File: src/rscc_pkg.sv
// constants and types shared by the reset strap configuration capture block
`default_nettype none

package rscc_pkg;

  // -------------------------------------------------------------------------
  // clock and reset sequence timing
  // -------------------------------------------------------------------------
  localparam int unsigned CLK_PERIOD_NS  = 5;
  localparam int unsigned RST_SEQ_NS     = 100;
  localparam int unsigned RST_SEQ_CYCLES = (RST_SEQ_NS + CLK_PERIOD_NS - 1) / CLK_PERIOD_NS;
  localparam int unsigned SEQ_CNT_W      = 5;
  localparam logic [SEQ_CNT_W-1:0] SEQ_LAST = SEQ_CNT_W'(RST_SEQ_CYCLES - 1);

  // -------------------------------------------------------------------------
  // configuration word layout
  // -------------------------------------------------------------------------
  localparam int unsigned WORD_W       = 16;
  localparam int unsigned BOOT_BIT     = 4;
  localparam int unsigned CS_LO_BIT    = 9;
  localparam int unsigned CS_HI_BIT    = 10;
  localparam int unsigned SEG_LO_BIT   = 11;
  localparam int unsigned SEG_HI_BIT   = 12;
  localparam int unsigned CLK_LO_BIT   = 13;
  localparam int unsigned CLK_MID_BIT  = 14;
  localparam int unsigned CLK_HI_BIT   = 15;
  localparam logic [WORD_W-1:0] WORD_DEFAULT = 16'hFFFF;

  // -------------------------------------------------------------------------
  // decoded field widths and encodings
  // -------------------------------------------------------------------------
  localparam int unsigned CS_W   = 3;
  localparam int unsigned CS_MAX = 5;
  localparam int unsigned SEG_W  = 4;
  localparam int unsigned SEG_MAX = 8;
  localparam int unsigned MUL_W  = 3;
  localparam int unsigned KHZ_W  = 17;

  localparam logic [CS_W-1:0]  CS_FIVE   = 3'h5;
  localparam logic [CS_W-1:0]  CS_THREE  = 3'h3;
  localparam logic [CS_W-1:0]  CS_TWO    = 3'h2;
  localparam logic [CS_W-1:0]  CS_NONE   = 3'h0;
  localparam logic [SEG_W-1:0] SEG_TWO   = 4'h2;
  localparam logic [SEG_W-1:0] SEG_FOUR  = 4'h4;
  localparam logic [SEG_W-1:0] SEG_EIGHT = 4'h8;
  localparam logic [SEG_W-1:0] SEG_NONE  = 4'h0;
  localparam logic [MUL_W-1:0] MUL_X1    = 3'h1;
  localparam logic [MUL_W-1:0] MUL_X2    = 3'h2;
  localparam logic [MUL_W-1:0] MUL_X3    = 3'h3;
  localparam logic [MUL_W-1:0] MUL_X4    = 3'h4;
  localparam logic [MUL_W-1:0] MUL_X5    = 3'h5;

  // board crystal, kHz
  localparam logic [KHZ_W-1:0] CRYSTAL_KHZ = 17'h01388;
  localparam logic [KHZ_W-1:0] CPU_KHZ_DEFAULT = 17'h04E20;

  // -------------------------------------------------------------------------
  // state
  // -------------------------------------------------------------------------
  typedef enum logic [1:0] {ST_RESET, ST_SEQ, ST_RUN} rscc_state_t;

  typedef struct packed {
    rscc_state_t          state;
    logic [SEQ_CNT_W-1:0] cnt;
    logic                 valid;
    logic [WORD_W-1:0]    word;
    logic                 boot;
    logic [CS_W-1:0]      cs_count;
    logic [CS_MAX-1:0]    cs_en;
    logic [SEG_W-1:0]     seg_count;
    logic [MUL_W-1:0]     mult;
    logic                 direct;
    logic [KHZ_W-1:0]     cpu_khz;
  } rscc_st_t;

endpackage : rscc_pkg

`default_nettype wire

File: src/rscc_cfg_if.sv
// raw configuration word and its decoded fields between capture and decoder
`default_nettype none

interface rscc_cfg_if;
  import rscc_pkg::*;

  logic [WORD_W-1:0] word;
  logic              boot;
  logic [CS_W-1:0]   cs_count;
  logic [SEG_W-1:0]  seg_count;
  logic [MUL_W-1:0]  mult;
  logic              direct;
  logic [KHZ_W-1:0]  cpu_khz;

  modport dec (input word, output boot, cs_count, seg_count, mult, direct, cpu_khz);
  modport cap (output word, input boot, cs_count, seg_count, mult, direct, cpu_khz);
endinterface : rscc_cfg_if

`default_nettype wire

File: src/rscc_decode.sv
// combinational decoder of the configuration word into feature settings
`default_nettype none

module rscc_decode
(
  rscc_cfg_if.dec cfg
);
  import rscc_pkg::*;

  logic [1:0] cs_bits;
  logic [1:0] seg_bits;
  logic [1:0] clk_bits;
  logic [KHZ_W+MUL_W-1:0] prod;

  // ---------------------------------------------------------------------------
  // field decode
  // ---------------------------------------------------------------------------
  // a switch that is on pulls its pin low, so a zero bit means switch on
  always_comb
  begin
    cs_bits  = {cfg.word[CS_HI_BIT], cfg.word[CS_LO_BIT]};
    seg_bits = {cfg.word[SEG_HI_BIT], cfg.word[SEG_LO_BIT]};
    clk_bits = {cfg.word[CLK_MID_BIT], cfg.word[CLK_LO_BIT]};
    cfg.boot = ~cfg.word[BOOT_BIT];
    unique case (cs_bits)
      2'b11: cfg.cs_count = CS_FIVE;
      2'b00: cfg.cs_count = CS_THREE;
      2'b01: cfg.cs_count = CS_TWO;
      2'b10: cfg.cs_count = CS_NONE;
    endcase
    unique case (seg_bits)
      2'b11: cfg.seg_count = SEG_TWO;
      2'b00: cfg.seg_count = SEG_FOUR;
      2'b10: cfg.seg_count = SEG_EIGHT;
      2'b01: cfg.seg_count = SEG_NONE;
    endcase
    // direct drive overrides the multiplier pins
    cfg.direct = ~cfg.word[CLK_HI_BIT];
    if (cfg.direct)
    begin
      cfg.mult = MUL_X1;
    end
    else
    begin
      unique case (clk_bits)
        2'b11: cfg.mult = MUL_X4;
        2'b10: cfg.mult = MUL_X3;
        2'b01: cfg.mult = MUL_X2;
        2'b00: cfg.mult = MUL_X5;
      endcase
    end
    prod        = {{MUL_W{1'b0}}, CRYSTAL_KHZ} * {{KHZ_W{1'b0}}, cfg.mult};
    cfg.cpu_khz = prod[KHZ_W-1:0];
  end

endmodule : rscc_decode

`default_nettype wire

File: src/rscc_top.sv
// reset strap configuration capture: sample, decode and hold the config word
// What this block does
// - sample all sixteen pins at reset sequence end
// - weak pullups on every pin during reset
// - bit 4 low starts the boot loader
// - bits 9-10 select chip-select output count
// - both chip-select pins high enable five
// - bits 11-12 select segment address line count
// - bits 13-15 select clock source and multiplier
// - default clock with 5 MHz crystal gives 20 MHz
`default_nettype none

module rscc_top
(
  input  wire logic                         ref_clk_i,
  input  wire logic                         rst_n_i,
  input  wire logic                         sys_rst_n_i,
  input  wire logic [rscc_pkg::WORD_W-1:0]  config_port_i,
  output logic      [rscc_pkg::WORD_W-1:0]  config_pullup_en_o,
  output logic                              config_valid_o,
  output logic      [rscc_pkg::WORD_W-1:0]  config_word_o,
  output logic                              boot_loader_select_o,
  output logic      [rscc_pkg::CS_W-1:0]    chip_select_count_o,
  output logic      [rscc_pkg::CS_MAX-1:0]  chip_select_enable_o,
  output logic      [rscc_pkg::SEG_W-1:0]   segment_line_count_o,
  output logic      [rscc_pkg::MUL_W-1:0]   clock_source_config_o,
  output logic                              clock_direct_drive_o,
  output logic      [rscc_pkg::KHZ_W-1:0]   cpu_clk_khz_o
);
  import rscc_pkg::*;

  localparam rscc_st_t ST_INIT = '{
    state:     ST_RESET,
    cnt:       '0,
    valid:     1'b0,
    word:      WORD_DEFAULT,
    boot:      1'b0,
    cs_count:  CS_FIVE,
    cs_en:     {CS_MAX{1'b1}},
    seg_count: SEG_TWO,
    mult:      MUL_X4,
    direct:    1'b0,
    cpu_khz:   CPU_KHZ_DEFAULT
  };

  rscc_st_t st_q;
  rscc_st_t st_d;

  rscc_cfg_if cfg ();

  // ---------------------------------------------------------------------------
  // helpers
  // ---------------------------------------------------------------------------
  // thermometer mask: low 'n' outputs enabled
  function automatic logic [CS_MAX-1:0] cs_mask(input logic [CS_W-1:0] n);
    logic [CS_MAX-1:0] m;
    m = '0;
    for (int i = 0; i < CS_MAX; i++)
    begin
      m[i] = (CS_W'(i) < n);
    end
    return m;
  endfunction : cs_mask

  // ---------------------------------------------------------------------------
  // decoder sees the live pins; results only matter at the capture edge
  // ---------------------------------------------------------------------------
  assign cfg.word = config_port_i;

  rscc_decode u_decode
  (
    .cfg (cfg)
  );

  // ---------------------------------------------------------------------------
  // reset sequence and capture
  // ---------------------------------------------------------------------------
  always_comb
  begin
    st_d = st_q;
    unique case (st_q.state)
      ST_RESET:
      begin
        st_d.valid = 1'b0;
        st_d.cnt   = '0;
        if (sys_rst_n_i)
        begin
          st_d.state = ST_SEQ;
        end
      end
      ST_SEQ:
      begin
        if (!sys_rst_n_i)
        begin
          st_d.state = ST_RESET;
        end
        else if (st_q.cnt == SEQ_LAST)
        begin
          // sample at the very end of the internal reset sequence
          st_d.state     = ST_RUN;
          st_d.valid     = 1'b1;
          st_d.word      = config_port_i;
          st_d.boot      = cfg.boot;
          st_d.cs_count  = cfg.cs_count;
          st_d.cs_en     = cs_mask(cfg.cs_count);
          st_d.seg_count = cfg.seg_count;
          st_d.mult      = cfg.mult;
          st_d.direct    = cfg.direct;
          st_d.cpu_khz   = cfg.cpu_khz;
        end
        else
        begin
          st_d.cnt = st_q.cnt + SEQ_CNT_W'(1);
        end
      end
      ST_RUN:
      begin
        // pins are ignored here; settings change only through a new reset
        // valid drops with the state so no edge shows stale settings as live
        if (!sys_rst_n_i)
        begin
          st_d.state = ST_RESET;
          st_d.valid = 1'b0;
        end
      end
    endcase
  end

  // state register
  always_ff @(posedge ref_clk_i or negedge rst_n_i)
  begin
    if (!rst_n_i)
    begin
      st_q <= ST_INIT;
    end
    else
    begin
      st_q <= st_d;
    end
  end

  // ---------------------------------------------------------------------------
  // outputs
  // ---------------------------------------------------------------------------
  // pullups stay on through the whole sequence so open pins read high
  assign config_pullup_en_o    = {WORD_W{st_q.state != ST_RUN}};
  assign config_valid_o        = st_q.valid;
  assign config_word_o         = st_q.word;
  assign boot_loader_select_o  = st_q.boot;
  assign chip_select_count_o   = st_q.cs_count;
  assign chip_select_enable_o  = st_q.cs_en;
  assign segment_line_count_o  = st_q.seg_count;
  assign clock_source_config_o = st_q.mult;
  assign clock_direct_drive_o  = st_q.direct;
  assign cpu_clk_khz_o         = st_q.cpu_khz;
endmodule : rscc_top

`default_nettype wire

File: config.mk
export PLATFORM = sky130hd
export DESIGN_NAME = rscc_top
export DESIGN_NICKNAME = d
export VERILOG_FILES = /design/src/rscc_pkg.sv /design/src/rscc_cfg_if.sv /design/src/rscc_decode.sv /design/src/rscc_top.sv
export SDC_FILE = /design/constraint.sdc
export NUM_CORES = 1
export LEC_CHECK = 0
export ABC_AREA = 1
export BUFFER_PORTS_ARGS = -buffer_cell sky130_fd_sc_hd__buf_4
export CORE_MARGIN = 10
export CORE_UTILIZATION = 40
export CTS_CLUSTER_DIAMETER = 40
export DETAILED_ROUTE_END_ITERATION = 7
export PLACE_DENSITY = 0.65
export SYNTH_ARGS = -nofsm -noshare
export SYNTH_HDL_FRONTEND = slang
export SYNTH_SLANG_ARGS = --single-unit
export TNS_END_PERCENT = 50
File: constraint.sdc
create_clock -name ref_clk_i -period 1.69 [get_ports ref_clk_i]
set_input_delay 0.0845 -clock ref_clk_i [delete_from_list [all_inputs] [get_ports ref_clk_i]]
set_output_delay 0.0845 -clock ref_clk_i [all_outputs]
set_load 0.02 [all_outputs]
Word-level counts from Yosys, hierarchy flattened
Cells that the tools add are included.
{ "totals": {"ff_bits": 54, "in_bits": 19, "output_inout_bits": 67} }
{ "op_classes": {"add_sub_neg": 1, "n_mul": 1, "magnitude_cmp": 5, "eq_ne": 19, "n_mux": 15, "bitwise_logic": 2, "n_reduce_logical": 9} }
{ "ops": {"columns": ["cell", "n"], "rows": [
  ["$mux W56", 1],
  ["$mux W51", 1],
  ["$pmux W3 S4", 2],
  ["$pmux W4 S4", 1],
  ["$eq A2 B2 Y1 const B", 7],
  ["$mul A10 B3 Y13 const A", 1],
  ["$ne A2 B2 Y1 const B", 6],
  ["$reduce_and A3 Y1", 4],
  ["$pmux W5 S2", 1],
  ["$eq A2 B1 Y1 const B", 4],
  ["$logic_not A2 Y1", 4],
  ["$mux W2", 4],
  ["$lt A1 B3 Y1 const A", 2],
  ["$lt A2 B3 Y1 const A", 2],
  ["$pmux W2 S3", 1],
  ["$add A5 B1 Y5 const B", 1],
  ["$eq A5 B5 Y1 const B", 1],
  ["$mux W5", 1],
  ["$lt A3 B3 Y1 const A", 1],
  ["$mux W3", 1],
  ["$ne A3 B3 Y1 const B", 1],
  ["$pmux W1 S3", 1],
  ["$not A1 Y1", 2],
  ["$reduce_bool A2 Y1", 1],
  ["$mux W1", 1]
]} }

Longest topological paths before layout
{ "logic_depth": {"depth_word": 7, "depth_mapped": 13} }

Cells and area by module
A second synthesis with hierarchy kept.
{ "unflattened": {"cells_unflattened": 398, "area_unflattened_um2": 3263.1} }
{ "by_module_without_submodules": {"columns": ["module", "n_inst", "cells_per_inst", "area_per_inst_um2", "seq_area_each_um2"], "rows": [
  ["rscc_top", 1, 350, 2965.3, 1462.7],
  ["rscc_decode", 1, 48, 297.8, 0.0]
]} }

Worst setup path before layout
No wires, ideal clock.
{ "synth_timing": {"path_kind": "input-to-reg", "startpoint": "in config_port_i[13] in the netlist's numbering", "endpoint": "reg st_q, in the netlist cpu_clk_khz_o[11]", "setup_ns": 0.069, "arrival_time_ns": 2.143, "setup_slack_ns": -0.522, "cell_stages": 9, "n_path_buf": 0, "path_cell_list": "inv_1 > ha_1 > nor2_1 > inv_1 > fa_1 > nand2_1 > fa_1 > xor2_1 > o21ai_2"} }
{ "synth_via": {"elab_chain_cells": 4, "word_cells_on_any_way": 7} }
{ "synth_rtl": {"columns": ["element", "line_no", "rtl"], "rows": [
  ["from (decl)", "rscc_top.sv:18", "input wire logic [rscc_pkg::WORD_W-1:0] config_port_i,"],
  ["$eq A2 B1 Y1 (tied with other cells)", "rscc_decode.sv:45", "unique case (clk_bits)"],
  ["$pmux W3 S4 (*)", "rscc_decode.sv:45", null],
  ["$mux W3 (*)", "rscc_decode.sv:39", "if (cfg.direct)"],
  ["$mul A10 B3 Y13 (*)", "rscc_decode.sv:52", "prod = {{MUL_W{1'b0}}, CRYSTAL_KHZ} * {{KHZ_W{1'b0}}, cfg.mult};"],
  ["to (signal assigned)", "rscc_top.sv:138", "st_q <= st_d;"],
  ["to (decl)", "rscc_top.sv:46", "rscc_st_t st_q;"]
]} }
Mark *: on every way between the ends. The rest lies on a longest branch, timed or not.
A chain may end at the register's enable or synchronous reset.

Worst setup path in the final report
{ "layout_timing": {"startpoint": "in config_port_i[14] in the netlist's numbering", "endpoint": "reg st_q, in the netlist cpu_clk_khz_o[11]"} }
Same word-level chain as after synthesis.

==> results.sh <==
export IMPL_tritoncts="built"
export IMPL_dp_hpwl_mm=4.48
export IMPL_portBuffers=79
export IMPL_wire_length_of_the_first_global_routing_pass_mm=9.30
export IMPL_grt_total_usage_pct=11.1
export IMPL_fp_row_count=29
export IMPL_yosysWarningCount=0
export IMPL_finalWorstPathRequiredPeriod_ps=1710
export IMPL_post_dp_cell_area_sq_mm=0.00309
export IMPL_number_of_distinct_library_cells_after_synthesis=26
export IMPL_clockRootBuffer="sky130_fd_sc_hd__clkbuf_8"
export IMPL_synth_seq_area_share_pct=41.6
export IMPL_timing_setup_critical_path_class="input pin to flip-flop"
export IMPL_mean_instance_size_in_the_synthesized_netlist_sq_um=8.86
export IMPL_crit_end="cpu_clk_khz_o[11]$_DFFE_PN1P_"
export IMPL_synthesis_area_sq_mm=0.00272
export IMPL_critPathRequiredTime_ps=1930
export IMPL_failed_checks="setup timing"
export IMPL_detail_route_antenna_nets=0
export IMPL_dieArea_sq_mm=0.0105
export IMPL_grt_start_max_net_pins=45
export IMPL_tritoncts_num_buffers=5
export IMPL_post_layout_total_power_mw=2.80
export IMPL_drtPass1Iterations=4
export IMPL_gpl_final_weighted_congestion=0.853
export IMPL_routed_via_density=4.49
export IMPL_nets=396
export IMPL_setup_slack_of_the_most_critical_reg_to_reg_path_ps=170
export IMPL_die_w_microns=102
export IMPL_timing_max_slew_rel_slack_pct=62.4
export IMPL_vias=1965
export IMPL_max_buffers_root_to_sink=2
export IMPL_drt_iter0_markers=56
export IMPL_r2r_start="st_q[51]$_DFFE_PN0P_"
export IMPL_grt_antenna_before_repair=0
export IMPL_worst_slack_ps=-22.1
export IMPL_vdd_ir_drop_max_mv=0.384
export IMPL_timing_max_cap_violations=0
export IMPL_core_outline_area_sq_mm=0.00649
export IMPL_synthesis_stage_register_bit_count=44
export IMPL_grt_setup_unrepaired="true"
export IMPL_drc_errors=0
export IMPL_power_per_cell_area_mw_per_mm2=829
export IMPL_cts_sinks=44
export IMPL_finalCritPeriodShare_pct=101
export IMPL_fin_setup_tns_ps=-22.1
export IMPL_most_used_cells_in_the_layout_excluding_fill_and_tap_cells="93 x sky130_fd_sc_hd__buf_4, 91 x sky130_fd_sc_hd__nand2_1, 25 x sky130_fd_sc_hd__dfstp_2, 19 x sky130_fd_sc_hd__inv_1, 19 x sky130_fd_sc_hd__dfrtp_1"
export IMPL_critPathArrivalTime_ps=1950
export IMPL_endpoint_kind="flip-flop"
export IMPL_finish_utilization_pct=52.0
export IMPL_mostFrequentLayoutCell="sky130_fd_sc_hd__buf_4"
export IMPL_skew_ps=6.64
export IMPL_worst_r2r_end="cpu_clk_khz_o[9]$_DFFE_PN1P_"
export IMPL_grt_pass1_vias=2072
export IMPL_crit_path_start_kind="input pin"
export IMPL_die_height_microns=102
export IMPL_num_io_pins=86
export IMPL_drive_gt1_share_pct=46.8
export IMPL_timing_final_max_slew_violations=0
export IMPL_power_leakage_nw=1.75
export IMPL_timing_critical_path_fanout_max=3
export IMPL_area_delta_synth_final_pct=24.2
export IMPL_synth_largest_type_area_fraction_pct=24.1
export IMPL_clock_latency_ps=300
export IMPL_setup_viol_count_final=1
export IMPL_post_route_cell_area_sq_mm=0.00338
export IMPL_drt_wirelength_per_cell_microns=13.7
export IMPL_hold_viol=0
export IMPL_hold_path_class="input pin to flip-flop"
export IMPL_status="finished with violations"
export IMPL_htree_num_levels=2
export IMPL_hold_slack_ps=13.4
export IMPL_initial_core_util_pct=41.9
export IMPL_global_route_overflow_total=0
export IMPL_wirelength_mm=6.01
export IMPL_worst_pin_slew_ps=564
export IMPL_synthDominantAreaCellType="sky130_fd_sc_hd__dfstp_2"
export IMPL_synthTopCellsByArea="sky130_fd_sc_hd__dfstp_2 24%, sky130_fd_sc_hd__buf_4 18%, sky130_fd_sc_hd__dfrtp_1 17%"
export IMPL_post_synth_inst_count=307
export IMPL_clock_transition_at_the_register_clock_pins_on_the_worst_setup_and_hold_paths_after_cts_ps=90
export IMPL_worstSetupStartpoint="config_port_i[14]"
export IMPL_r2r_cells=9
export IMPL_max_freq_mhz=584
export IMPL_antenna_cells_inserted=0
==> per-layer routing <==
layer  wire length, microns  GRT usage, %  part of all wire (%)  up-vias
met5                      0             0                     0        -
met4                     63          3.25                   1.0        0
met3                    568          5.13                   9.4        6
met2                   3020          19.8                    50       54
met1                   2360          11.3                    39      927
li1                       -             -                     -      978
==> state kept, by name (all words and copies together), names as in the netlist <==
register and cells:
chip_select_enable_o 2, segment_line_count_o 3, boot_loader_select_o 1, config_word_o 16, st_q 7, clock_direct_drive_o 1
cpu_clk_khz_o 9, clock_source_config_o 2, config_valid_o 1, chip_select_count_o 2
==> per-stage QoR <==
step                      std cells  setup WS (ps)
final                           438          -22.1
after global routing            438           -108
after CTS                       434           21.0
after detailed placement        416           -356
after global placement          416           -305
after floorplan                 312           -257
==> timing repair <==
action,CTS,global route
pin swaps,1,7
endpoints found under the setup margin,2,19
cloned,0,2
gates resized for setup,1,22
buffers inserted,0,2
hold endpoints to repair,29,0
hold buffers,10,0
==> kinds of logic after synthesis <==
| logic type | after synthesis | synth area share [%] |
|---|---|---|
| AO/OA/AOI/OAI | 27 | 7.08 |
| other | 1 | 0.138 |
| XOR/XNOR | 1 | 0.322 |
| buffers and inverters | 98 | 23.7 |
| flip-flops | 44 | 41.6 |
| AND/OR/NAND/NOR | 119 | 18.5 |
| adder cells (fa/ha/maj) | 17 | 8.65 |
==> synthesized netlist by cell type <==
cell type / number
sky130_fd_sc_hd__nand2_1: 94
sky130_fd_sc_hd__buf_4: 65
sky130_fd_sc_hd__inv_1: 27
sky130_fd_sc_hd__dfstp_2: 25
sky130_fd_sc_hd__dfrtp_1: 19
sky130_fd_sc_hd__ha_1: 14
sky130_fd_sc_hd__nand3_1: 12
sky130_fd_sc_hd__o21ai_2: 12
sky130_fd_sc_hd__o21ai_0: 7
sky130_fd_sc_hd__nor2_1: 6
sky130_fd_sc_hd__buf_6: 4
sky130_fd_sc_hd__fa_1: 3
sky130_fd_sc_hd__nand4_1: 3
sky130_fd_sc_hd__o21a_1: 3
sky130_fd_sc_hd__a21oi_1: 2
sky130_fd_sc_hd__a22oi_1: 1
sky130_fd_sc_hd__clkinv_1: 1
sky130_fd_sc_hd__conb_1: 1
sky130_fd_sc_hd__inv_4: 1
sky130_fd_sc_hd__nand2_2: 1
sky130_fd_sc_hd__nand2_4: 1
sky130_fd_sc_hd__nor2_4: 1
sky130_fd_sc_hd__nor2_8: 1
sky130_fd_sc_hd__o21ai_1: 1
sky130_fd_sc_hd__o21bai_1: 1
sky130_fd_sc_hd__xor2_1: 1
==> report_power, final <==
part,internal (mW),total [mW],switching [mW]
clock network,0.331,0.703,0.372
logic,0.372,0.945,0.572
registers,1.11,1.15,0.0467
total,1.81,2.80,0.991
==> area by class of cell <==
cell class	instances	area, sq um
Clock inverter	2	15.0
Tap cell	77	96.3
Sequential cell	44	1130
Clock buffer	6	82.6
Inverter	29	123
Timing Repair Buffer	108	888
Timing Repair inverter	2	12.5
Fill cell	612	3120
Multi-Input combinational cell	170	1030
==> worst min path at each step <==
stage,cells after the start,slack (ps),startpoint,to
after floorplan,0,-210,rst_n_i,boot_loader_select_o$_DFFE_PN0P_
after global placement,1,120,rst_n_i,config_valid_o$_DFFE_PN0P_
after detailed placement,1,120,rst_n_i,config_valid_o$_DFFE_PN0P_
after CTS,3,2,config_port_i[12],segment_line_count_o[1]$_DFFE_PN1P_
after global routing,3,20,config_port_i[12],segment_line_count_o[1]$_DFFE_PN1P_
final,3,10,config_port_i[12],segment_line_count_o[1]$_DFFE_PN1P_
==> critical path, cell delays in order <==
cell,delay [ps]
sky130_fd_sc_hd__buf_8,90
sky130_fd_sc_hd__inv_4,40
sky130_fd_sc_hd__ha_4,140
sky130_fd_sc_hd__inv_2,40
sky130_fd_sc_hd__nand2_2,60
sky130_fd_sc_hd__a21oi_4,160
sky130_fd_sc_hd__inv_2,60
sky130_fd_sc_hd__fa_1,570
sky130_fd_sc_hd__nand2_2,70
sky130_fd_sc_hd__fa_2,380
sky130_fd_sc_hd__xor2_2,160
sky130_fd_sc_hd__o21ai_2,100
No activity file was read; power rests on OpenSTA's default activity.
